**src/moe_pkg.sv**
```systemverilog
// package for the move/or execution datapath
package moe_pkg;
  localparam int DATA_W = 8;
  localparam int ADDR_W = 7;
  localparam int WORD_W = 14;
  localparam logic [ADDR_W-1:0] ADDR_MAX = 7'h7f;
  localparam logic [DATA_W-1:0] ACC_RST = 8'h00;
  localparam logic ZERO_RST = 1'b0;
  localparam logic [DATA_W-1:0] ZERO_VAL = 8'h00;
  localparam logic DEST_ACC = 1'b0;
  localparam logic DEST_REG = 1'b1;
  // instruction word field positions
  localparam int DEST_BIT = 7;
  localparam int ADDR_LSB = 0;
  localparam int LIT_LSB = 0;
  // opcode encodings, upper bits of the 14-bit word
  localparam logic [5:0] OP_OR_ACC_INTO_REG = 6'h04;
  localparam logic [5:0] OP_COPY_REG = 6'h08;
  localparam logic [6:0] OP_STORE_ACC = 7'h01;
  localparam logic [3:0] OP_LOAD_LITERAL = 4'hc;
  localparam logic [WORD_W-1:0] OP_IDLE_INSTRUCTION = 14'h0000;
  typedef enum logic [2:0] {
    MOE_OP_IDLE,
    MOE_OP_OR,
    MOE_OP_COPY,
    MOE_OP_STORE,
    MOE_OP_LOAD,
    MOE_OP_OTHER
  } moe_op_t;
endpackage : moe_pkg

```
**src/moe_decode.sv**
```systemverilog
// instruction word decoder for the move/or datapath
`timescale 1ns/100ps
module moe_decode
  import moe_pkg::*;
(
  // instruction word in
  input wire logic [WORD_W-1:0] instr,
  // decoded fields out
  output moe_op_t op,
  output logic dest,
  output logic [ADDR_W-1:0] addr,
  output logic [DATA_W-1:0] literal
);
  // opcode field widths, each field ends at the top bit of the word
  localparam int OR_W = $bits(OP_OR_ACC_INTO_REG);
  localparam int COPY_W = $bits(OP_COPY_REG);
  localparam int STORE_W = $bits(OP_STORE_ACC);
  localparam int LOAD_W = $bits(OP_LOAD_LITERAL);
  // pick out operation and fields
  always_comb begin
    dest = instr[DEST_BIT];
    addr = instr[ADDR_LSB +: ADDR_W];
    literal = instr[LIT_LSB +: DATA_W];
    if (instr == OP_IDLE_INSTRUCTION) begin
      op = MOE_OP_IDLE;
    end else if (instr[WORD_W-1 -: OR_W] == OP_OR_ACC_INTO_REG) begin
      op = MOE_OP_OR;
    end else if (instr[WORD_W-1 -: COPY_W] == OP_COPY_REG) begin
      op = MOE_OP_COPY;
    end else if (instr[WORD_W-1 -: STORE_W] == OP_STORE_ACC) begin
      op = MOE_OP_STORE;
    end else if (instr[WORD_W-1 -: LOAD_W] == OP_LOAD_LITERAL) begin
      op = MOE_OP_LOAD; // low two don't-care bits ignored
    end else begin
      op = MOE_OP_OTHER;
    end
  end
endmodule : moe_decode

```
**src/moe_exec.sv**
```systemverilog
// execution datapath for or, copy, store, load-literal and idle
`timescale 1ns/100ps
// What this block does
// - OR accumulator with register, set zero flag
// - destination bit picks accumulator or register
// - copy register to accumulator or itself
// - copy updates zero flag, even writing back
// - store accumulator to register, flags unchanged
// - load literal into accumulator, flags unchanged
module moe_exec
  import moe_pkg::*;
(
  // clock, reset, enable
  input wire logic clk_sys,
  input wire logic rst,
  input wire logic clk_en,
  // instruction word into the decoder, one per cycle while valid
  input wire logic instr_valid,
  input wire logic [WORD_W-1:0] instr,
  // register file read port (combinational on addr)
  output logic [ADDR_W-1:0] rf_addr,
  input wire logic [DATA_W-1:0] rf_rdata,
  // register file write port
  output logic rf_we,
  output logic [ADDR_W-1:0] rf_waddr,
  output logic [DATA_W-1:0] rf_wdata,
  // architectural state
  output logic [DATA_W-1:0] acc,
  output logic zero_flag
);
  // decoded instruction fields
  moe_op_t op;
  logic dest;
  logic [ADDR_W-1:0] addr;
  logic [DATA_W-1:0] literal;

  // execute strobe and one strobe per class
  logic exec_go;
  logic is_or;
  logic is_copy;
  logic is_store;
  logic is_load;

  // what the executing instruction updates
  logic upd_acc;
  logic upd_zero;
  logic upd_reg;

  // operand path with write forwarding
  logic fwd_hit;
  logic [DATA_W-1:0] operand;
  logic [DATA_W-1:0] result;
  logic result_zero;

  // accumulator state
  logic [DATA_W-1:0] acc_q;
  logic [DATA_W-1:0] acc_d;

  // zero flag state
  logic zero_q;
  logic zero_d;

  // register file write port state
  logic we_q;
  logic we_d;
  logic [ADDR_W-1:0] waddr_q;
  logic [ADDR_W-1:0] waddr_d;
  logic [DATA_W-1:0] wdata_q;
  logic [DATA_W-1:0] wdata_d;

  // instruction decoder; unknown words decode as other
  // and execute as nothing
  moe_decode u_decode (
    .instr(instr),
    .op(op),
    .dest(dest),
    .addr(addr),
    .literal(literal)
  );

  // operand address goes straight to the register file
  assign rf_addr = addr;

  // an instruction executes only on an enabled, valid edge;
  // with the enable low nothing is taken and nothing changes
  assign exec_go = clk_en & instr_valid;

  // one strobe per instruction class
  always_comb begin
    is_or = 1'b0;
    is_copy = 1'b0;
    is_store = 1'b0;
    is_load = 1'b0;
    case (op)
      MOE_OP_OR: begin
        is_or = exec_go;
      end
      MOE_OP_COPY: begin
        is_copy = exec_go;
      end
      MOE_OP_STORE: begin
        is_store = exec_go;
      end
      MOE_OP_LOAD: begin
        is_load = exec_go;
      end
      default: begin
        // idle and foreign words raise no strobe
      end
    endcase
  end

  // destination bit steers or and copy results
  always_comb begin
    upd_acc = 1'b0;
    upd_zero = 1'b0;
    upd_reg = 1'b0;
    if (is_or || is_copy) begin
      upd_zero = 1'b1;
      if (dest == DEST_ACC) begin
        upd_acc = 1'b1;
      end else begin
        upd_reg = 1'b1;
      end
    end else if (is_store) begin
      upd_reg = 1'b1;
    end else if (is_load) begin
      upd_acc = 1'b1;
    end
  end

  // the write port is registered, so a write launched by one instruction
  // reaches the file only at the next enabled edge; an instruction that
  // reads the same register at that edge would see the old contents, so
  // the pending value is forwarded instead
  assign fwd_hit = we_q && (waddr_q == addr);
  assign operand = fwd_hit ? wdata_q : rf_rdata;

  // value produced by the executing instruction
  always_comb begin
    result = acc_q;
    if (is_or) begin
      result = acc_q | operand;
    end else if (is_copy) begin
      result = operand;
    end else if (is_store) begin
      result = acc_q;
    end else if (is_load) begin
      result = literal;
    end
  end

  // zero test on the produced value
  assign result_zero = (result == ZERO_VAL);

  // accumulator next value
  always_comb begin
    acc_d = acc_q;
    if (upd_acc) begin
      acc_d = result;
    end
  end

  // accumulator register, frozen while the enable is low
  always_ff @(posedge clk_sys or posedge rst) begin
    if (rst) begin
      acc_q <= ACC_RST;
    end else if (clk_en) begin
      acc_q <= acc_d;
    end
  end

  // zero flag next value; store and load leave it alone
  always_comb begin
    zero_d = zero_q;
    if (upd_zero) begin
      zero_d = result_zero;
    end
  end

  // zero flag register, frozen while the enable is low
  always_ff @(posedge clk_sys or posedge rst) begin
    if (rst) begin
      zero_q <= ZERO_RST;
    end else if (clk_en) begin
      zero_q <= zero_d;
    end
  end

  // write port next values; address and data hold between writes
  // a write-back targets the register that was read
  always_comb begin
    we_d = 1'b0;
    waddr_d = waddr_q;
    wdata_d = wdata_q;
    if (upd_reg) begin
      we_d = 1'b1;
      waddr_d = addr;
      wdata_d = result;
    end
  end

  // write port registers, frozen while the enable is low
  always_ff @(posedge clk_sys or posedge rst) begin
    if (rst) begin
      we_q <= 1'b0;
      waddr_q <= '0;
      wdata_q <= '0;
    end else if (clk_en) begin
      we_q <= we_d;
      waddr_q <= waddr_d;
      wdata_q <= wdata_d;
    end
  end

  // state outputs straight from their registers
  assign acc = acc_q;
  assign zero_flag = zero_q;

  // a held write stays pending while the enable is low and is
  // masked so that it lands exactly once, on the next enabled edge
  assign rf_we = we_q & clk_en;
  assign rf_waddr = waddr_q;
  assign rf_wdata = wdata_q;
endmodule : moe_exec

```
**config.mk**
```make
export PLATFORM = sky130hd
export DESIGN_NAME = moe_exec
export DESIGN_NICKNAME = d
export VERILOG_FILES = /design/src/moe_pkg.sv /design/src/moe_decode.sv /design/src/moe_exec.sv
export SDC_FILE = /design/constraint.sdc
export NUM_CORES = 1
export LEC_CHECK = 0
export BUFFER_PORTS_ARGS = -buffer_cell sky130_fd_sc_hd__buf_2
export CORE_UTILIZATION = 51
export DETAILED_ROUTE_END_ITERATION = 8
export PLACE_DENSITY_LB_ADDON = 0.3
export RECOVER_POWER = 25
export SYNTH_ARGS = -nofsm -noshare
export SYNTH_HDL_FRONTEND = slang
export SYNTH_SLANG_ARGS = --single-unit
```
**constraint.sdc**
```tcl
create_clock -name clk_sys -period 4.2 [get_ports clk_sys]
set_clock_uncertainty 0.1 [all_clocks]
set_input_delay 0.63 -clock clk_sys [delete_from_list [all_inputs] [get_ports clk_sys]]
set_output_delay 0.63 -clock clk_sys [all_outputs]
set_load 0.05 [all_outputs]
```
; ---- Word level (Yosys, flattened, before mapping)
; Cells that the tools add are included.
; Widths: inputs -> output; s select.
[word_totals]
regBits = 25
output_inout_bits = 32
wordCells = 47
[classes]
eq_ne = 9
n_mux = 23
bitwise_logic = 3
reduce_logical = 7
[op_table]
columns = cell, count
row1 = $mux 8, 5
row2 = $logic_not 14->1, 1
row3 = $mux 1, 14
row4 = $mux 3, 4
row5 = $logic_not 8->1, 1
row6 = $or 8x8->8, 1
row7 = $eq 7x1->1 const B, 1
row8 = $eq 7x7->1, 1
row9 = $eq 3x2->1 const B, 2
row10 = $eq 6x3->1 const B, 1
row11 = $eq 6x4->1 const B, 1
row12 = $reduce_and 2->1, 3
row13 = $eq 4x4->1 const B, 1
row14 = $eq 3x1->1 const B, 1
row15 = $eq 3x3->1 const B, 1
row16 = $and 1x1->1, 2
row17 = $logic_and 1x1->1, 1
row18 = $logic_or 1x1->1, 1

; ---- Longest topological paths before layout
; Gate-level depths: netlist of run 1.
[logic_depth]
word_depth = 13
mapped_depth = 7
mapped_depth_nobuf = 6

; ---- Hierarchy
; A second synthesis of run 1 with hierarchy kept.
[hier_totals]
cells_unflattened = 204
area_unflattened_um2 = 1691.6
[by_module_without_submodules]
columns = module, instances, cells_each, area_per_inst_um2, seq_area_each_um2
row1 = moe_exec, 1, 177, 1496.4, 625.6
row2 = moe_decode, 1, 27, 195.2, 0.0

; ---- Worst setup path before layout of run 1
; Ideal clock, no wire load.
[synth_timing]
path_kind = input -> register
start = in instr[8]
end = reg zero_q (netlist: zero_flag)
setup_time_ps = 92
arrival_time_ps = 2532
slack_ps = 1476
path_stages = 6
n_path_buf = 0
cell_sequence = or4_4 a2111o_1 a22oi_1 o211ai_1 or3_1 o31ai_2
[synth_between]
elab_chain_cells = 12
[synth_rtl]
columns = element, line_no
row1 = "start, declared", moe_exec.sv:19  ; input wire logic [WORD_W-1:0] instr,
row2 = $eq 7x1->1, moe_decode.sv:30  ; end else if (instr[WORD_W-1 -: STORE_W] == OP_STORE_ACC) begin
row3 = $mux 3, moe_decode.sv:30
row4 = $mux 3, moe_decode.sv:28  ; end else if (instr[WORD_W-1 -: COPY_W] == OP_COPY_REG) begin
row5 = $mux 3, moe_decode.sv:26  ; end else if (instr[WORD_W-1 -: OR_W] == OP_OR_ACC_INTO_REG) begin
row6 = $mux 3 (*), moe_decode.sv:24  ; if (instr == OP_IDLE_INSTRUCTION) begin
row7 = $eq 3x3->1, moe_exec.sv:94  ; case (op)
row8 = $mux 1, moe_exec.sv:94
row9 = $mux 8, moe_exec.sv:148  ; end else if (is_load) begin
row10 = $mux 8, moe_exec.sv:146  ; end else if (is_store) begin
row11 = $mux 8, moe_exec.sv:144  ; end else if (is_copy) begin
row12 = $mux 8, moe_exec.sv:142  ; if (is_or) begin
row13 = $logic_not 8->1, moe_exec.sv:154  ; assign result_zero = (result == ZERO_VAL);
row14 = "end signal, assigned", moe_exec.sv:186  ; zero_q <= zero_d;
row15 = "end, declared", moe_exec.sv:60  ; logic zero_q;
; Mark *: on every way between the ends. The rest lies on a longest branch, timed or not.
; A chain may end at the register's enable or synchronous reset.

; ---- Worst setup path after layout of run 1
; Ends and elaborated chain as after synthesis.

==> flow_summary.ini, run 1 <==
[run]
cap_violations = 0

[floorplanning]
rows = 18
die-area_mm2 = 0.00292
pin_count = 58
coreArea_mm2 = 0.00252
start_util_pct = 54.7
die_y_um = 54.0
die_w_um = 54.0

[clock_tree]
numCtsBuffers = 3
clkSinkCount = 25
hold_buffers = 0
cts-root-buf = clkbuf_4
cts_setup_buffers = 0
cts_buffer_depth = 2
cts_resized = 0
cts_tree = yes
clkLatencyLatePin_ns = 0.31
cts_htree_levels = 1
clkTransAtPathRegs_ns = 0.13

[grt]
antenna_found_initial = 0
grt_overflow = 0
grt_max_degree = 26
grt_use_total_pct = 24.6
grt_pass1_vias = 1181
grt_pass1_wl_um = 5150

[synthesis]
synth.area.top_cells = dfrtp_1 45%, mux2_2 14%, xnor2_1 5.1%
avgSynthCellArea_um2 = 10.4
synth_cell_types = 31
synth_seq_area_share_pct = 45.4
synth_top_flop_cell = dfrtp_1
synth_area_mm2 = 0.00138
synth.top_cell.area_share_pct = 45.4
syn_inst = 132
yosys.area.top_type = dfrtp_1
synthTopCellsByCount = 25 x dfrtp_1, 17 x mux2_2, 11 x nand2_1
async_flop_share_pct = 100
synth-seq-cells = 25
synth_nets = 158
synth-edff-count = 0
yosysWarnings = 0
yosysMostFrequentCell = dfrtp_1

[placed_design]
dp_cells = 209
portBuffers = 57
gp_congestion = 0.803

[setup_path]
required_ns = 4.33
startpoint_type = input port
end_kind = flip-flop
worstPathArrival_ns = 2.79
ff2ff_setup_slack_ns = 1.92
critPathKind = in2reg
crit_fanout = 9

[final_layout]
multi_input_area_um2 = 666
fillerInstances = 216
areaGrowthSynthToFinish_pct = 20.9
diodes = 0
finalNonFillerCells = 213
drive_above_1_share_pct = 44.8
regArea_um2 = 626
nets = 210

[detailed_routing]
num_vias = 1224
routed_wl_um = 3220
ant_nets = 0
drc_errors = 0
drt_pass1_iterations = 5
via_per_inst = 5.75
wl_per_cell_um = 15.1
first_iter_violations = 39

[timing]
worst_pin_slew_ns = 0.935
fin_setup_tns_ns = 0
slew_viol_final = 0
hold_viol_final = 0
period_minus_slack_ns = 2.66
finalCritPeriodShare_pct = 63.2
rsz0062_at_grt = no
setup_violations = 0
slew_headroom_pct = 37.6
max_freq_mhz = 377

[power]
leakage_nw = 0.826
powerDensity_mw_per_mm2 = 419
vdd_drop_max_v = 0.000347

[status]
status = completed

[min_path]
hold_class = in2async
## registers in the layout (all words and copies together) (netlist names)
register   count
we_q           1
zero_flag      1
rf_waddr       7
rf_wdata       8
acc            8
## logic make-up (layout without fill, tap and decap cells)
logic type,Yosys count,after routing,share of synthesized area (%)
AO/OA/AOI/OAI,35,35,18.1
AND/OR/NAND/NOR,32,32,11.2
flip-flops,25,25,45.4
multiplexers,17,17,13.9
buffers and inverters,15,66,6.35
XOR/XNOR,8,8,5.08
## path summary, 6_finish.rpt
path | end | cells past startpoint | from
min reg2reg | zero_flag | 2 | zero_flag
max | zero_flag | 7 | instr[8]
max in group asynchronous | zero_flag | 2 | rst
min in group clk_sys | we_q | 2 | clk_en
min | rf_waddr[6] | 2 | rst
max reg2reg | rf_wdata[0] | 6 | rf_waddr[1]
## layout make-up
| cell class | count | area share, % |
|---|---|---|
| well taps | 30 | 2.25 |
| multi-input cells | 92 | 39.9 |
| clock buffers | 4 | 1.58 |
| repair buffers | 59 | 18.0 |
| flip-flops and latches | 25 | 37.5 |
| inverters | 3 | 0.676 |
## cells in the final DEF, fill, tap and decap left out, types with 4 or more instances in the layout
| cell type | instances |
|---|---|
| a21oi_1 | 7 |
| a222oi_1 | 5 |
| xnor2_1 | 8 |
| o211ai_1 | 4 |
| buf_2 | 57 |
| nor2_1 | 8 |
| dfrtp_1 | 25 |
| o21ai_0 | 9 |
| mux2_2 | 17 |
| nand2_1 | 11 |
## per-layer routing
metal / track usage [%] / vias to the layer above / routed length (um)
met5: 0 / - / 0
met4: 7.26 / 0 / 30
met3: 4.24 / 4 / 207
met2: 43.0 / 54 / 1660
met1: 30.8 / 576 / 1330
li1: - / 590 / -
## metrics by stage
stage	area [um^2]	total power [mW]	setup slack (ns)	utilization [%]	hold WS, ns
6_report	1670	0.699	1.54	66.1	0.399
5_1_grt	1670	0.733	1.43	66.1	0.434
4_1_cts	1670	0.704	1.54	66.1	0.416
3_5_place_dp	1640	0.598	1.22	65.0	0.402
3_3_place_gp	1640	0.590	1.30	65.0	0.390
2_1_floorplan	1380	0.524	1.48	-	0.408
## report_power, final
group | internal, mW | switching (mW) | leakage, nW
logic | 0.0813 | 0.203 | 0.481
clock network | 0.0371 | 0.0701 | 0.0150
registers | 0.275 | 0.0327 | 0.330
## worst max-delay path, cell delays in order
cell and delay, ns:
buf_2 0.10, or4_4 0.54, a2111o_1 0.57, a22oi_1 0.23, o211ai_1 0.14, or3_1 0.34
o31ai_2 0.23
No activity file was read; power rests on OpenSTA's default activity.
==> inputs of run 2 (changes only) <==
- CORE_UTILIZATION: 51 -> 47
- clock period: 4.2 -> 2.7 ns (I/O delays scaled with it)
==> run 2 against run 1 <==
Net effect: final cell count increased by 1.4%; via count increased by 0.74%; non-clock buffer count increased by 2; utilization decreased by 5.0 points; critical endpoint unchanged; highest routed layer unchanged.
==> flow_summary.ini, run 2 (synthesis results as in run 1) <==
[final_layout]
diodes = 0
nets = 212
drive_above_1_share_pct = 45.4
final_common_cell = buf_2
areaGrowthSynthToFinish_pct = 22.1
layout_common_cells = 57 x buf_2, 25 x dfrtp_1, 17 x mux2_2
finalInstanceArea_mm2 = 0.00168

[power]
total_power_mw = 1.09
leakage_nw = 0.836
seqPwrFrac_pct = 43.9
pwr-share-clk_pct = 15.7
intPower_uw = 613
power_frac_comb_pct = 40.4
vdd_drop_max_v = 0.000526
p_switching_uw = 479
powerDensity_mw_per_mm2 = 649
swShare_pct = 43.9

[setup_path]
cp_top_family = compound AO/OA/AOI/OAI gates
r2r_cells = 6
startpoint_type = input port
max_stage_delay_ns = 0.53
path_buf_inv = 1
cp_cell_sequence = buf_2, or4_4, a2111o_1, a22oi_1, o211ai_1, or3_1, o31ai_2
crit_fanout = 3
crit_slowest_cell = or4_4
r2r_end = rf_wdata[5]
end_kind = flip-flop
reg2reg_from = rf_waddr[1]
worstPathArrival_ns = 2.48
critPathKind = in2reg
ff2ff_setup_slack_ns = 0.46
required_ns = 2.85

[clock_tree]
hold_buffers = 0
cts_tree = yes
clkTransAtPathRegs_ns = 0.13
cts_resized = 0
cts-root-buf = clkbuf_4
clkLatencyLatePin_ns = 0.32
cts_htree_levels = 1
clkSinkCount = 25
numCtsBuffers = 3
cts_buffer_depth = 2
cts_setup_buffers = 0

[grt]
grt_max_degree = 26
grt_overflow = 0
grt_pass1_vias = 1179
antenna_found_initial = 0
grt_use_total_pct = 22.0
grt_pass1_wl_um = 5410

[floorplanning]
die-area_mm2 = 0.00315
coreArea_mm2 = 0.00276
die_w_um = 56.2
die_y_um = 56.2
start_util_pct = 50.0
rows = 19
pin_count = 58

[timing]
worst_pin_slew_ns = 0.963
max_freq_mhz = 430
fin_setup_tns_ns = 0
rsz0062_at_grt = no
slew_viol_final = 0
period_minus_slack_ns = 2.33
finalCritPeriodShare_pct = 86.2
hold_viol_final = 0
whs_ns = 0.173
slew_headroom_pct = 35.8
setup_violations = 0
setup_ws_ns = 0.373

[placed_design]
portBuffers = 57
gp_congestion = 0.882
placed_cell_area_mm2 = 0.00166
place.detailed.hpwl_um = 2440
preCtsSetupSlack_ns = 0.0372

[detailed_routing]
first_iter_violations = 59
wl_per_cell_um = 15.1
drt_pass1_iterations = 4
ant_nets = 0
drc_errors = 0
num_vias = 1233
routed_wl_um = 3270
via_per_inst = 5.71

[status]
status = completed

[min_path]
hold_class = in2async

[run]
cap_violations = 0
==> run 2: changes by cell type in the layout (fill, tap and decap cells not counted), sizes merged <==
cell | before | now
buf | 59 | 61
==> run 2: worst max-delay path by stage <==
stage,depth (start not counted),from,slack [ns],endpoint
after floorplan,6,instr[8],0.20,zero_flag
after global placement,7,instr[8],0.14,zero_flag
after detailed placement,7,instr[8],0.04,zero_flag
after CTS,7,instr[8],0.38,zero_flag
after global routing,6,rf_waddr[0],0.28,rf_wdata[5]
final,7,instr[8],0.37,zero_flag
==> run 2: power by group through the flow <==
stage / sequential (mW) / clock, mW / combinational [mW]
floorplan: 0.668 / 0 / 0.147
global placement: 0.484 / 0 / 0.436
detailed placement: 0.486 / 0 / 0.443
CTS: 0.479 / 0.178 / 0.445
global route: 0.487 / 0.191 / 0.468
finish: 0.479 / 0.172 / 0.441
==> run 2: layout make-up <==
| cell class | count | area, um^2 |
|---|---|---|
| repair buffers | 61 | 315 |
| clock buffers | 4 | 26.3 |
| inverters | 3 | 11.3 |
| flip-flops and latches | 25 | 626 |
| fillers | 260 | 1070 |
| multi-input cells | 92 | 666 |
| well taps | 31 | 38.8 |
==> run 2: metrics by stage <==
step / utilization [%] / instances
final: 61.0 / 216
after global routing: 61.0 / 216
after CTS: 61.0 / 216
after detailed placement: 60.1 / 212
after global placement: 60.1 / 212
after floorplan: - / 132
==> run 2: per-layer routing <==
layer  vias to the layer above  global-route usage [%]  part of all wire [%]
met5                         -                       0                     0
met4                         0                    8.36                   1.4
met3                         5                    2.56                   7.9
met2                        62                    37.1                    50
met1                       574                    29.0                    41
li1                        592                       -                     -
==> inputs of run 3 (changes only) <==
- ABC_AREA: unset -> 1
- CORE_UTILIZATION: 47 -> 49
==> run 3 against run 2 <==
Net effect: largest power group unchanged; fmax is 22% higher; setup slack better by 0.42 ns; via count is 24% higher; die area is 7.5% higher.
==> flow_summary.ini, run 3 <==
[min_path]
hold_class = in2reg
whs_endpoint = we_q
min_path_cells = 2
hold_path.startpoint = clk_en

[placed_design]
placed_cell_area_mm2 = 0.00183
preCtsSetupSlack_ns = 0.526
portBuffers = 57
dp_cells = 309
gp_congestion = 0.807
place.detailed.hpwl_um = 2720

[timing]
worst_pin_slew_ns = 1.40
setup_violations = 0
slew_headroom_pct = 6.43
hold_viol_final = 0
fin_setup_tns_ns = 0
setup_ws_ns = 0.793
finalCritPeriodShare_pct = 70.6
whs_ns = 0.193
rsz0062_at_grt = no
slew_viol_final = 0
period_minus_slack_ns = 1.91
max_freq_mhz = 525

[final_layout]
diodes = 0
fillerInstances = 309
drive_above_1_share_pct = 31.6
finalInstanceArea_mm2 = 0.00185
areaGrowthSynthToFinish_pct = 19.5
final_common_cell = nand2_1
nets = 296
layout_common_cells = 73 x nand2_1, 57 x buf_2, 25 x dfrtp_1
finalNonFillerCells = 313
utilization_pct = 61.2

[power]
vdd_drop_max_v = 0.000353
total_power_mw = 1.05
powerDensity_mw_per_mm2 = 567
leakage_nw = 1.05

[floorplanning]
coreArea_mm2 = 0.00303
start_util_pct = 51.2
die_y_um = 58.2
rows = 20
die_w_um = 58.2
die-area_mm2 = 0.00339
pin_count = 58

[synthesis]
yosysWarnings = 0
synthTopCellsByCount = 73 x nand2_1, 25 x dfrtp_1, 24 x inv_1
synth.top_cell.area_share_pct = 40.4
async_flop_share_pct = 100
yosysMostFrequentCell = nand2_1
syn_inst = 217
avgSynthCellArea_um2 = 7.14
synth-edff-count = 0
synth_top_flop_cell = dfrtp_1
synth_nets = 243
yosys.area.top_type = dfrtp_1
synth-seq-cells = 25
synth_area_mm2 = 0.00155
synth.area.top_cells = dfrtp_1 40%, nand2_1 18%, o21ai_0 7.4%
synth_seq_area_share_pct = 40.4
synth_cell_types = 25

[clock_tree]
cts_htree_levels = 1
cts_resized = 0
cts_setup_buffers = 0
clkTransAtPathRegs_ns = 0.14
clkSinkCount = 25
cts_tree = yes
cts_buffer_depth = 2
hold_buffers = 0
clkLatencyLatePin_ns = 0.32
numCtsBuffers = 3
cts-root-buf = clkbuf_4

[setup_path]
required_ns = 2.87
crit_top_cell = nand2_1
critPathKind = reg2reg
crit_fanout = 9
reg2reg_from = rf_waddr[5]
cp_cell_sequence = inv_1, nand2_1, nand2_1, nand2_1, nor2_4, nand2_4, nand2_1, nand3_1, a21boi_2, nand2_1, nor2_1, nand3_1, nand2_1
max_stage_delay_ns = 0.43
worstPathArrival_ns = 2.08
r2r_end = zero_flag
r2r_cells = 13
crit_slowest_cell = dfrtp_1
end_kind = flip-flop
ff2ff_setup_slack_ns = 0.79
startpoint_type = flip-flop

[detailed_routing]
num_vias = 1535
wl_per_cell_um = 11.4
drc_errors = 0
routed_wl_um = 3580
first_iter_violations = 66
via_per_inst = 4.90
drt_pass1_iterations = 4
ant_nets = 0

[grt]
grt_pass1_wl_um = 5810
antenna_found_initial = 0
grt_pass1_vias = 1374
grt_use_total_pct = 22.2
grt_max_degree = 26
grt_overflow = 0

[run]
cap_violations = 0

[status]
status = completed
[run 3: layout make-up]
class                           instances  area (um^2)  area share (%)
Sequential cell                        25          626            33.8
Tap cell                               44         55.1            2.97
Clock buffer                            3         22.5            1.22
Clock inverter                          1         7.51           0.405
Timing Repair Buffer                   59          297            16.0
Inverter                               32          120            6.49
Multi-Input combinational cell        149          724            39.1
[run 3: worst max path at each step]
stage	from	endpoint	slack, ns
after floorplan	rf_waddr[0]	zero_flag	0.80
after global placement	instr[12]	acc[6]	0.63
after detailed placement	instr[12]	acc[6]	0.53
after CTS	rf_waddr[6]	zero_flag	0.79
after global routing	rf_waddr[5]	zero_flag	0.55
final	rf_waddr[5]	zero_flag	0.79
[run 3: critical path: cells and delay by family, from the launching register on]
family,cells,cell delay [ns]
buf+inv,1,0.09
flops,1,0.43
simple gates,11,1.06
compound gates,1,0.20
[run 3: kinds of logic after synthesis]
family / share of synthesized area, %
flops: 40.4
compound gates: 14.8
buf+inv: 12.8
simple gates: 31.4
xor+xnor: 0.566
[run 3: where the power goes]
part | internal (mW) | total, mW | switching (mW)
Sequential | 0.422 | 0.459 | 0.0369
Clock | 0.0566 | 0.172 | 0.116
Combinational | 0.102 | 0.419 | 0.317
[run 3: layer usage]
metal  up-vias  part of all wire [%]  track usage [%]
met3         2                   4.2             2.01
met5         -                     0                0
met1       701                    48             30.5
met2        45                    47             37.9
li1        787                     -                -
met4         0                  0.59             5.10
